**config.mk**
```make
export PLATFORM = sky130hd
export DESIGN_NAME = tcc_config_trigger
export DESIGN_NICKNAME = d
export VERILOG_FILES = /design/src/design/tcc_pkg.sv /design/src/design/tcc_sw_arbiter.sv /design/src/design/tcc_config_trigger.sv
export SDC_FILE = /design/constraint.sdc
export NUM_CORES = 1
export LEC_CHECK = 0
export ABC_AREA = 1
export BUFFER_PORTS_ARGS = -buffer_cell sky130_fd_sc_hd__buf_2
export CAP_MARGIN = 20
export CELL_PAD_IN_SITES_DETAIL_PLACEMENT = 1
export CELL_PAD_IN_SITES_GLOBAL_PLACEMENT = 2
export CORE_ASPECT_RATIO = 1.2
export CORE_MARGIN = 4
export CORE_UTILIZATION = 26
export DETAILED_ROUTE_END_ITERATION = 7
export PLACE_DENSITY_LB_ADDON = 0.12
export SLEW_MARGIN = 25
export SYNTH_ARGS = -nofsm -noshare
export SYNTH_HDL_FRONTEND = slang
export SYNTH_HIERARCHICAL = 1
export SYNTH_SLANG_ARGS = --single-unit
```
**constraint.sdc**
```tcl
create_clock -name clk -period 1.8 [get_ports clk]
set_clock_uncertainty 0.05 [all_clocks]
set_input_delay 0.18 -clock clk [delete_from_list [all_inputs] [get_ports clk]]
set_output_delay 0.18 -clock clk [all_outputs]
set_load 0.02 [all_outputs]
```
**src/design/tcc_pkg.sv**
```systemverilog
// constants and decoders for the transfer configuration and software trigger block
// assumes a byte-addressed register port with an access-size input
package tcc_pkg;

    // ------------------------------------------------------------
    // register addresses and access sizes
    // ------------------------------------------------------------
    localparam logic [3:0] CONF_ADDR = 4'h9;
    localparam logic [3:0] TRIG_ADDR = 4'ha;
    localparam logic [1:0] SIZE_BYTE = 2'h0;
    localparam logic [1:0] SIZE_HALF = 2'h1;
    localparam logic [1:0] SIZE_WORD = 2'h2;

    // ------------------------------------------------------------
    // configuration byte layout and reset values
    // ------------------------------------------------------------
    localparam int CONF_DONE_IRQ_EN_BIT = 0;
    localparam int CONF_ERR_IRQ_EN_BIT = 1;
    localparam int CONF_SKIP_DIS_BIT = 2;
    localparam int CONF_ERR_STOP_EN_BIT = 3;
    localparam int CONF_PRIO_LSB = 4;
    localparam int CONF_RSVD_BIT = 7;
    localparam int PRIO_W = 3;
    localparam logic [2:0] PRIO_RESET = 3'h4;
    localparam logic CONF_FLAG_RESET = 1'b0;

    // ------------------------------------------------------------
    // trigger halfword layout
    // ------------------------------------------------------------
    localparam int TRIG_DONE_BIT = 15;
    localparam int TRIG_PEND_BIT = 14;
    localparam int DESP_W = 14;
    localparam logic [13:0] DESP_RESET = 14'h0000;

    // ------------------------------------------------------------
    // controller state, priority and error codes
    // ------------------------------------------------------------
    localparam logic [1:0] CTRL_NORMAL = 2'h0;
    localparam logic [2:0] PRIO_HIGHEST = 3'h0;
    localparam logic [2:0] PRIO_LOWEST = 3'h7;
    localparam logic [2:0] ERRCODE_SOURCE = 3'h1;
    localparam logic [2:0] ERRCODE_DEST = 3'h2;
    localparam logic [2:0] ERRCODE_STANDBY = 3'h3;
    localparam logic [2:0] ERRCODE_DESC_ACCESS = 3'h4;
    localparam logic [2:0] ERRCODE_DESC_OPEN = 3'h5;
    localparam int CNT_W = 6;

    // contested grants per software win, minus one
    function automatic logic [5:0] tccContestLimit(input logic [2:0] code);
        unique case (code)
            3'h1: tccContestLimit = 6'h01;
            3'h2: tccContestLimit = 6'h02;
            3'h3: tccContestLimit = 6'h06;
            3'h4: tccContestLimit = 6'h0e;
            3'h5: tccContestLimit = 6'h1e;
            3'h6: tccContestLimit = 6'h3e;
            default: tccContestLimit = 6'h00;
        endcase
    endfunction

    // error codes that raise the error interrupt
    function automatic logic tccErrorRaises(input logic [2:0] code);
        tccErrorRaises = (code == ERRCODE_SOURCE) || (code == ERRCODE_DEST) ||
            (code == ERRCODE_DESC_ACCESS) || (code == ERRCODE_DESC_OPEN);
    endfunction

endpackage

```
**src/design/tcc_sw_arbiter.sv**
```systemverilog
// second-level arbiter between the software request and hardware requests
// assumes transferDone pulses once when the granted transfer ends
`timescale 1ns/10ps
module tcc_sw_arbiter (
    input wire logic clk,
    input wire logic rstN,
    input wire logic swRequest,
    input wire logic hwRequest,
    input wire logic [2:0] priorityCode,
    input wire logic holdStart,
    input wire logic transferDone,
    output logic swGrant,
    output logic hwGrant
);

    // ------------------------------------------------------------
    // state
    // ------------------------------------------------------------
    typedef enum logic [2:0] {
        ARB_IDLE = 3'b001,
        ARB_SW = 3'b010,
        ARB_HW = 3'b100
    } tcc_arb_state_type;

    typedef struct packed {
        tcc_arb_state_type owner;
        logic [5:0] contest;
        logic swGrant;
        logic hwGrant;
    } tcc_arb_type;

    tcc_arb_type st_reg;
    tcc_arb_type st_next;
    logic swWins;

    // ------------------------------------------------------------
    // decision
    // ------------------------------------------------------------
    always_comb begin
        st_next = st_reg;
        st_next.swGrant = 1'b0;
        st_next.hwGrant = 1'b0;
        swWins = 1'b0;
        if (priorityCode == tcc_pkg::PRIO_HIGHEST) begin
            swWins = 1'b1;
        end else if (priorityCode == tcc_pkg::PRIO_LOWEST) begin
            swWins = 1'b0;
        end else begin
            swWins = (st_reg.contest == tcc_pkg::tccContestLimit(priorityCode));
        end
        unique case (st_reg.owner)
            ARB_IDLE: begin
                if (!holdStart) begin
                    if (swRequest && hwRequest) begin
                        if (swWins) begin
                            st_next.owner = ARB_SW;
                            st_next.swGrant = 1'b1;
                            st_next.contest = '0;
                        end else begin
                            st_next.owner = ARB_HW;
                            st_next.hwGrant = 1'b1;
                            st_next.contest = st_reg.contest + 6'h01;
                        end
                    end else if (swRequest) begin
                        st_next.owner = ARB_SW;
                        st_next.swGrant = 1'b1;
                    end else if (hwRequest) begin
                        st_next.owner = ARB_HW;
                        st_next.hwGrant = 1'b1;
                    end
                end
            end
            ARB_SW, ARB_HW: begin
                // a running transfer always completes first
                if (transferDone) begin
                    st_next.owner = ARB_IDLE;
                end
            end
            default: st_next.owner = ARB_IDLE;
        endcase
    end

    always_ff @(posedge clk or negedge rstN) begin
        if (!rstN) begin
            st_reg <= '{owner: ARB_IDLE, contest: 6'h00, swGrant: 1'b0, hwGrant: 1'b0};
        end else begin
            st_reg <= st_next;
        end
    end

    assign swGrant = st_reg.swGrant;
    assign hwGrant = st_reg.hwGrant;

endmodule // tcc_sw_arbiter

```
**src/design/tcc_config_trigger.sv**
```systemverilog
// configuration and software trigger front end of the transfer controller
// holds the configuration byte, trigger halfword, interrupt levels and arbiter
// assumes the transfer engine runs on clk and reports its events as pulses
// assumes command logic supplies the controller state as a level on clk
// assumes the error-stop state itself is held by the engine
`timescale 1ns/10ps
module tcc_config_trigger (
    input wire logic clk,
    input wire logic arst_n,
    input wire logic [3:0] regAddr,
    input wire logic [1:0] regSize,
    input wire logic [15:0] regWrData,
    input wire logic regWrite,
    input wire logic regRead,
    output logic [15:0] regRdData,
    input wire logic [1:0] ctrlState,
    input wire logic [2:0] errorStatusCode,
    input wire logic errorStopFlag,
    input wire logic transferError,
    input wire logic swEndNormal,
    input wire logic swEndAbnormal,
    input wire logic swWaitTrigger,
    input wire logic swClearCmd,
    input wire logic standbyCmd,
    input wire logic chainPointerLoad,
    input wire logic [13:0] chainPointer,
    input wire logic hwRequest,
    input wire logic transferDone,
    output logic swDoneIrq,
    output logic errorIrq,
    output logic readSkipDisable,
    output logic errorStopEnter,
    output logic swStartTrigger,
    output logic [13:0] swDescriptorPointer,
    output logic swGrant,
    output logic hwGrant
);

    // ------------------------------------------------------------
    // state
    // ------------------------------------------------------------
    typedef struct packed {
        logic swDoneIrqEnable;
        logic errorIrqEnable;
        logic readSkipDisable;
        logic errorStopEnable;
        logic [2:0] swPriorityCode;
        logic [2:0] appliedPriority;
        logic swDoneFlag;
        logic swRequestPending;
        logic [13:0] swDescriptorPointer;
        logic swStartTrigger;
        logic swDoneIrq;
        logic errorIrq;
        logic errorStopEnter;
        logic [15:0] rdData;
    } tcc_ctl_type;

    // ------------------------------------------------------------
    // reset values
    // ------------------------------------------------------------
    localparam tcc_ctl_type CTL_RESET = '{
        swDoneIrqEnable: tcc_pkg::CONF_FLAG_RESET,
        errorIrqEnable: tcc_pkg::CONF_FLAG_RESET,
        readSkipDisable: tcc_pkg::CONF_FLAG_RESET,
        errorStopEnable: tcc_pkg::CONF_FLAG_RESET,
        swPriorityCode: tcc_pkg::PRIO_RESET,
        appliedPriority: tcc_pkg::PRIO_RESET,
        swDoneFlag: 1'b0,
        swRequestPending: 1'b0,
        swDescriptorPointer: tcc_pkg::DESP_RESET,
        swStartTrigger: 1'b0,
        swDoneIrq: 1'b0,
        errorIrq: 1'b0,
        errorStopEnter: 1'b0,
        rdData: 16'h0000
    };

    // ------------------------------------------------------------
    // internal signals
    // ------------------------------------------------------------
    tcc_ctl_type ctl_reg;
    tcc_ctl_type ctl_next;
    logic [1:0] rstSync_reg;
    logic rstN;
    logic confHit;
    logic trigHit;
    logic byteAccess;
    logic halfAccess;
    logic ctrlNormal;
    logic cfgWrite;
    logic trigWrite;
    logic trigAccept;
    logic swEnd;
    logic swRequestLive;
    logic errCodeRaises;
    logic [7:0] cfgByte;
    logic [15:0] trigHalf;

    // ------------------------------------------------------------
    // address decode helpers
    // ------------------------------------------------------------
    function automatic logic isConfAddr(input logic [3:0] addr);
        isConfAddr = (addr == tcc_pkg::CONF_ADDR);
    endfunction

    function automatic logic isTrigAddr(input logic [3:0] addr);
        isTrigAddr = (addr == tcc_pkg::TRIG_ADDR);
    endfunction

    // ------------------------------------------------------------
    // reset release
    // ------------------------------------------------------------
    always_ff @(posedge clk or negedge arst_n) begin
        if (!arst_n) begin
            rstSync_reg <= 2'b00;
        end else begin
            rstSync_reg <= {rstSync_reg[0], 1'b1};
        end
    end

    assign rstN = rstSync_reg[1];

    // ------------------------------------------------------------
    // access decode
    // ------------------------------------------------------------
    assign confHit = isConfAddr(regAddr);
    assign trigHit = isTrigAddr(regAddr);
    assign byteAccess = (regSize == tcc_pkg::SIZE_BYTE);
    assign halfAccess = (regSize == tcc_pkg::SIZE_HALF);
    assign ctrlNormal = (ctrlState == tcc_pkg::CTRL_NORMAL);
    assign cfgWrite = regWrite && confHit && byteAccess && !ctrlNormal;
    assign trigWrite = regWrite && trigHit && halfAccess;
    assign trigAccept = trigWrite && !ctl_reg.swRequestPending && ctrlNormal &&
        !errorStopFlag;
    assign swEnd = swEndNormal || swEndAbnormal || swWaitTrigger;
    // the pending flag falls one edge after the end pulse; mask it meanwhile
    assign swRequestLive = ctl_reg.swRequestPending && !swEnd;
    assign errCodeRaises = tcc_pkg::tccErrorRaises(errorStatusCode);

    // ------------------------------------------------------------
    // register images
    // ------------------------------------------------------------
    always_comb begin
        cfgByte = 8'h00;
        cfgByte[tcc_pkg::CONF_DONE_IRQ_EN_BIT] = ctl_reg.swDoneIrqEnable;
        cfgByte[tcc_pkg::CONF_ERR_IRQ_EN_BIT] = ctl_reg.errorIrqEnable;
        cfgByte[tcc_pkg::CONF_SKIP_DIS_BIT] = ctl_reg.readSkipDisable;
        cfgByte[tcc_pkg::CONF_ERR_STOP_EN_BIT] = ctl_reg.errorStopEnable;
        cfgByte[tcc_pkg::CONF_PRIO_LSB +: tcc_pkg::PRIO_W] = ctl_reg.swPriorityCode;
        cfgByte[tcc_pkg::CONF_RSVD_BIT] = 1'b0;
    end

    always_comb begin
        trigHalf = 16'h0000;
        trigHalf[tcc_pkg::TRIG_DONE_BIT] = ctl_reg.swDoneFlag;
        trigHalf[tcc_pkg::TRIG_PEND_BIT] = ctl_reg.swRequestPending;
        trigHalf[tcc_pkg::DESP_W - 1:0] = ctl_reg.swDescriptorPointer;
    end

    // ------------------------------------------------------------
    // next state
    // ------------------------------------------------------------
    always_comb begin
        ctl_next = ctl_reg;
        ctl_next.swStartTrigger = 1'b0;
        ctl_next.errorStopEnter = 1'b0;
        ctl_next.rdData = 16'h0000;

        // --------------------------------------------------------
        // configuration byte, reserved bit never stored
        // --------------------------------------------------------
        if (cfgWrite) begin
            ctl_next.swDoneIrqEnable = regWrData[tcc_pkg::CONF_DONE_IRQ_EN_BIT];
            ctl_next.errorIrqEnable = regWrData[tcc_pkg::CONF_ERR_IRQ_EN_BIT];
            ctl_next.readSkipDisable = regWrData[tcc_pkg::CONF_SKIP_DIS_BIT];
            ctl_next.errorStopEnable = regWrData[tcc_pkg::CONF_ERR_STOP_EN_BIT];
            ctl_next.swPriorityCode =
                regWrData[tcc_pkg::CONF_PRIO_LSB +: tcc_pkg::PRIO_W];
        end

        // --------------------------------------------------------
        // software start trigger
        // --------------------------------------------------------
        if (trigAccept) begin
            ctl_next.swStartTrigger = 1'b1;
            ctl_next.swDescriptorPointer = regWrData[tcc_pkg::DESP_W - 1:0];
            ctl_next.appliedPriority = ctl_reg.swPriorityCode;
        end else if (chainPointerLoad && ctl_reg.swRequestPending) begin
            ctl_next.swDescriptorPointer = chainPointer;
        end

        // --------------------------------------------------------
        // pending flag: an accepted trigger cannot meet an end pulse
        // --------------------------------------------------------
        if (trigAccept) begin
            ctl_next.swRequestPending = 1'b1;
        end else if (swEnd) begin
            ctl_next.swRequestPending = 1'b0;
        end

        // --------------------------------------------------------
        // done flag: a normal end wins over any clear
        // --------------------------------------------------------
        if (swEndNormal) begin
            ctl_next.swDoneFlag = 1'b1;
        end else if (swClearCmd || standbyCmd || trigAccept) begin
            ctl_next.swDoneFlag = 1'b0;
        end

        // --------------------------------------------------------
        // error stop request towards the engine
        // --------------------------------------------------------
        if (transferError && ctl_reg.errorStopEnable) begin
            ctl_next.errorStopEnter = 1'b1;
        end else begin
            ctl_next.errorStopEnter = 1'b0;
        end

        // --------------------------------------------------------
        // interrupt levels
        // --------------------------------------------------------
        ctl_next.swDoneIrq = ctl_next.swDoneIrqEnable && ctl_next.swDoneFlag;
        ctl_next.errorIrq = ctl_next.errorIrqEnable &&
            errCodeRaises;

        // --------------------------------------------------------
        // read data, valid in the cycle after the strobe only
        // --------------------------------------------------------
        if (regRead) begin
            if (confHit) begin
                ctl_next.rdData = {8'h00, cfgByte};
            end else if (trigHit) begin
                ctl_next.rdData = trigHalf;
            end else begin
                ctl_next.rdData = 16'h0000; // unmapped addresses read zero
            end
        end
    end

    always_ff @(posedge clk or negedge rstN) begin
        if (!rstN) begin
            ctl_reg <= CTL_RESET;
        end else begin
            ctl_reg <= ctl_next;
        end
    end

    // ------------------------------------------------------------
    // arbitration between software and hardware requests
    // ------------------------------------------------------------
    tcc_sw_arbiter arbiter (
        .clk(clk),
        .rstN(rstN),
        .swRequest(swRequestLive),
        .hwRequest(hwRequest),
        .priorityCode(ctl_reg.appliedPriority),
        .holdStart(errorStopFlag),
        .transferDone(transferDone),
        .swGrant(swGrant),
        .hwGrant(hwGrant)
    );

    // ------------------------------------------------------------
    // outputs
    // ------------------------------------------------------------
    assign regRdData = ctl_reg.rdData;
    assign swDoneIrq = ctl_reg.swDoneIrq;
    assign errorIrq = ctl_reg.errorIrq;
    assign readSkipDisable = ctl_reg.readSkipDisable;
    assign errorStopEnter = ctl_reg.errorStopEnter;
    assign swStartTrigger = ctl_reg.swStartTrigger;
    assign swDescriptorPointer = ctl_reg.swDescriptorPointer;

endmodule // tcc_config_trigger

```
Yosys cells after proc, flatten, opt, wreduce, memory -nomap -nowiden
Index checks and enable logic that the tools add are counted.
Word-level totals
  input port bits: 55
  flip-flop bits (word level): 59
  logic and storage cells: 107
  output and inout port bits: 37
Cells by class
  bitwise logic cells: 1
  muxes and demuxes: 32
  add/sub/neg operators: 1
  equal/unequal tests: 21
  reductions and logical operators: 33
Operator list (number)
  two-way mux 16 bit: 3
  case mux 6 bit (6 select lines): 1
  two-way mux 14 bit: 2
  == test 3 bit (second input constant): 7
  two-way mux 6 bit: 3
  logical AND 1 bit: 14
  two-way mux 1 bit: 13
  == test 3 x 2 -> 1 bit (second input constant): 4
  two-way mux 3 bit: 4
  two-way mux 11 bit: 1
  == test 3 x 1 -> 1 bit (second input constant): 3
  two-way mux 9 bit: 1
  == test 4 bit (second input constant): 2
  logical OR 1 bit: 7
  two-way mux 7 bit: 1
  adder 6 x 1 -> 6 bit (second input constant): 1
  == test 6 bit: 1
  case mux 3 bit (2 select lines): 1
  AND reduction 3 bit: 2
  logical NOT 1 bit: 4
  logical NOT 2 bit: 2
  two-way mux 2 bit: 2
  != test 2 bit (second input constant): 2
  != test 4 x 2 -> 1 bit (second input constant): 1
  other kinds (5): 6

Longest topological paths before layout
  depth after elaboration: 11
  gate-level depth with buffers: 11
  gate-level depth less buffers: 11

Cells and area by module
The synthesis kept the hierarchy.
Modules (own cells, without submodules)
  tcc_config_trigger: instances 1, cells an instance 256, area each 2220.9 um2, seq. area each 1203.7 um2
  tcc_sw_arbiter: instances 1, cells an instance 109, area each 759.5 um2, seq. area each 276.5 um2

Least setup slack after synthesis
No wires, ideal clock.
  path kind: register -> register
  from: register ctl_reg[38] (netlist name)
  to: register arbiter/st_reg[10] (netlist name)
  arrival: 1.265 ns
  slack: 0.367 ns
  period minus slack after synthesis: 1.433 ns
  setup time: 0.118 ns
  data required time: 1.632 ns
  path buffers: 0
  cell stages (with the launch flop): 9
  cell sequence: dfstp_2 nand2_4 nor2_1 xor2_1 nand3_2 nand2_4 nand2_2 nand2_1 nand2_1
On the way
  word-level cells in the longest chain between the ends: 11
  elaborated cells between the ends (all ways): 18
  those cells by class: eq/ne: 8; mux: 9; reduce/logical: 1
RTL lines
  start: declaration: RTL line tcc_config_trigger.sv:82  | tcc_ctl_type ctl_reg;
  start signal: assignment: RTL line tcc_config_trigger.sv:245  | ctl_reg <= ctl_next;
  == test 3 bit (tied with other cells): RTL line tcc_pkg.sv:50  | unique case (code)
  case mux 6 bit (6 select lines): RTL line tcc_pkg.sv:50
  two-way mux 6 bit: RTL line tcc_sw_arbiter.sv:46  | end else if (priorityCode == tcc_pkg::PRIO_LOWEST) begin
  two-way mux 6 bit: RTL line tcc_sw_arbiter.sv:44  | if (priorityCode == tcc_pkg::PRIO_HIGHEST) begin
  == test 6 bit: RTL line tcc_sw_arbiter.sv:49  | swWins = (st_reg.contest == tcc_pkg::tccContestLimit(priorityCode));
  two-way mux 1 bit: RTL line tcc_sw_arbiter.sv:46
  two-way mux 1 bit (*): RTL line tcc_sw_arbiter.sv:44
  two-way mux 9 bit (*): RTL line tcc_sw_arbiter.sv:55  | if (swWins) begin
  two-way mux 3 bit (*): RTL line tcc_sw_arbiter.sv:54  | if (swRequest && hwRequest) begin
  two-way mux 11 bit (*): RTL line tcc_sw_arbiter.sv:53  | if (!holdStart) begin
  case mux 3 bit (2 select lines) (*): RTL line tcc_sw_arbiter.sv:51  | unique case (st_reg.owner)
  end signal: assignment: RTL line tcc_sw_arbiter.sv:85  | st_reg <= '{owner: ARB_IDLE, contest: 6'h00, swGrant: 1'b0, hwGrant: 1'b0};
  end signal: assignment: RTL line tcc_sw_arbiter.sv:87  | st_reg <= st_next;
  end: declaration: RTL line tcc_sw_arbiter.sv:32  | tcc_arb_type st_reg;
Every way passes the cells marked *; elsewhere a longest branch is shown, timed or not. The select of a mux whose other input is x is not followed.
A chain may end at the register's enable or synchronous reset.

Final worst setup path
  from: register ctl_reg[38] (netlist name)
  to: register arbiter/st_reg[4] (netlist name)
On the way
  word-level cells in the longest chain between the ends: 8
  elaborated cells between the ends (all ways): 15
  those cells by class: eq/ne: 8; mux: 6; reduce/logical: 1
RTL lines (RTL line)
  == test 3 bit (tied with other cells): tcc_pkg.sv:50
  case mux 6 bit (6 select lines): tcc_pkg.sv:50
  two-way mux 6 bit: tcc_sw_arbiter.sv:46
  two-way mux 6 bit: tcc_sw_arbiter.sv:44
  == test 6 bit: tcc_sw_arbiter.sv:49
  two-way mux 1 bit: tcc_sw_arbiter.sv:46
  two-way mux 1 bit (*): tcc_sw_arbiter.sv:44
  two-way mux 9 bit (*): tcc_sw_arbiter.sv:55
Marked as above.

==> results.yml <==
critical_path:
  worstPathRequired_ns: 1.96
  rrSetupSlack_ns: 0.21
  cp-startpoint: "ctl_reg[38]$_DFFE_PN1N_"
  critPathArrivalTime_ns: 1.75
  endpoint: "arbiter/st_reg[4]$_DFFE_PN0P_"
  cp_max_fo: 6
  start_kind: "flip-flop"
  r2r_end: "arbiter/st_reg[4]$_DFFE_PN0P_"
  rr_startpoint: "ctl_reg[38]$_DFFE_PN1N_"
  crit_type: "reg -> reg"
  endpoint_kind: "flip-flop"
  r2r_cells: 11
timing:
  drv_slew: 0
  fmax_mhz: 628
  fin_crit_ns: 1.59
  timing_hold_violations_final: 0
  worst_slack_ns: 0.208
  layout_worst_path_cycle_share: 0.885
  whs_ns: 0.0233
  rsz0062_at_grt: "false"
  worstMarginPinSlew_ns: 0.519
  finalSetupTns_ns: 0
  max_slew_margin: 0.654
  setup_viol: 0
placement:
  dp_worst_setup_slack_ns: 0.180
  gp_routability_congestion: 0.724
  port_buffers: 89
  hpwlAfterDp_mm: 6.13
synth:
  synth.most_common_cell: "nand2_1"
  synth_xor_area_frac: 0.0176
  synth_top_family_by_area: "simple AND/OR/NAND/NOR gates"
  synth-simple-area-share: 0.296
  synthTopCellsByCount: "109 x nand2_1, 56 x dfrtp_1, 39 x nand3_1"
  ys_warn_count: 6
  syn-num-nets: 421
  synth_flop_cell: "dfrtp_1"
  synth-edff-count: 0
  avgSynthCellArea_um2: 8.17
  ys_types: 28
  synth_mux_area_frac: 0
  seq_area_frac_synth: 0.497
  ys_ff_latch: 59
  synth_top_cell_area_share: 0.470
  synthAdderAreaFrac: 0.00420
  ys_async_sr_fraction: 1.00
  yosysTopAreaCell: "dfrtp_1"
  synth_area_leaders: "dfrtp_1 47%, nand2_1 14%, buf_4 8.1%, nand3_1 6.5%, inv_1 4.4%"
  synth_compound_area_frac: 0.0424
  syn_area_um2: 2980
  syn_inst: 365
grt:
  grt_pass1_wl_mm: 13.6
  track_usage: 0.132
  first_global_vias: 2739
  grt_max_degree: 39
  antenna_found_initial: 0
  grt-ovfl-total: 0
final_layout:
  final_nets: 494
  largest_reg_flops: 16
  multi_input_area_um2: 1080
  antenna_cells: 0
  regArea_um2: 1480
  area_growth_pct: 24.7
  n_fill_cell: 1399
  drive_gt1_frac: 0.305
routing:
  wirelength_mm: 8.03
  drt_first_pass_iters: 4
  vias_per_cell: 4.15
  num_vias: 2480
  drcViolationCount: 0
  wl_per_cell_um: 13.4
  drtAntennaViolNets: 0
  drt_iter0_drc: 43
cts:
  numCtsBuffers: 9
  clock-sinks: 59
  ctsResizeCount: 0
  cts_hold_buf: 2
  clockBufferDepth: 2
  h-tree-depth: 3
  clk_pin_slew_worst_paths_ns: 0.05
  cts_tree: "done"
  post_cts_buffers: 0
  clkLatencyLatePin_ns: 0.32
  clock-root-buffer: "clkbuf_16"
die:
  dieArea_um2: 13200
  core_um2: 11100
  rows: 42
  initial_utilization: 0.268
  die_w_um: 106
  io_pins: 92
  die_h_um: 125
power_and_ir_drop:
  fin_total_pwr_mw: 3.40
  p_leak_nw: 2.10
  vdd_drop_max_mv: 0.422
  power-per-cell-area_nw_per_um2: 915
run_status:
  outcome: "finished clean"
hold_path:
  holdPathStages: 3
  hp-class: "in -> reg"
run:
  maxCapViolations: 0
[metrics by stage]
step / utilization / instance area [um2] / cells
finish: 0.334 / 3720 / 597
global route: 0.334 / 3720 / 597
CTS: 0.334 / 3720 / 597
detailed placement: 0.308 / 3430 / 579
global placement: 0.308 / 3430 / 579
floorplan: - / 2980 / 365
[worst max-delay path: stages (launching register included)]
cell     delay (ns)
dfstp_2        0.61
inv_2          0.06
nand3_1        0.08
nand2_1        0.06
nand2_1        0.06
nand2_1        0.06
nor2_2         0.12
nand3_2        0.10
nand2_4        0.10
inv_2          0.06
nand3_1        0.07
nand2_1        0.05
[worst min-delay path by stage]
stage,from,end,slack (ns)
after global placement,arst_n,rstSync_reg[0]$_DFF_PN0_,-0.08
after detailed placement,arst_n,rstSync_reg[0]$_DFF_PN0_,-0.08
after global routing,regWrData[7],swDescriptorPointer[7]$_DFFE_PN0P_,0.02
final,regWrData[12],swDescriptorPointer[12]$_DFFE_PN0P_,0.02
after floorplan,arst_n,rstSync_reg[0]$_DFF_PN0_,-0.17
after CTS,regWrData[12],swDescriptorPointer[12]$_DFFE_PN0P_,0.007
[cell type report]
class,instances,share of cell area
clock buffers,13,0.0673
flip-flops and latches,59,0.399
clock inverters,3,0.00404
well taps,154,0.0518
multi-input cells,228,0.290
repair buffers,98,0.146
inverters,42,0.0424
[power by group]
group / internal, mW / switching, mW
sequential: 1.41 / 0.0473
clock: 0.961 / 0.565
combinational: 0.154 / 0.260
[logic make-up (layout without fill, tap and decap cells)]
group           after synthesis  after routing
compound gates               25             25
xor+xnor                      6              6
fa+ha+maj                     1              1
other cells                   1              1
buf+inv                      78            156
simple gates                195            195
flops                        59             59
[cell usage in the layout (no fill, tap or decap)]
cell type      instances
nand2_1              109
buf_2                 89
dfrtp_1               55
nand3_1               39
inv_1                 35
nor2_1                25
a21oi_1               12
o21ai_1               11
clkbuf_16              9
xor2_1                 6
inv_2                  5
nand2_2                5
nor2_2                 5
buf_4                  5
nor3_1                 3
dfstp_2                3
clkbuf_1               3
clkinv_2               3
clkinv_1               2
nand2_4                2
nand3_2                2
nand3b_1               2
dlygate4sd3_1          2
buf_12                 2
nor2_8                 1
nand3_4                1
nor2_4                 1
o21ai_0                1
o22ai_1                1
ha_1                   1
clkbuf_8               1
conb_1                 1
dfrtp_2                1
[layer usage]
| layer | vias up | track usage | wire (um) | share of wire |
|---|---|---|---|---|
| met5 | - | 0 | 0 | 0 |
| met4 | 0 | 0.0549 | 144 | 0.018 |
| met3 | 9 | 0.0330 | 336 | 0.042 |
| met2 | 46 | 0.233 | 4190 | 0.52 |
| met1 | 1175 | 0.151 | 3350 | 0.42 |
| li1 | 1250 | - | - | - |
No activity file was read; power rests on OpenSTA's default activity.
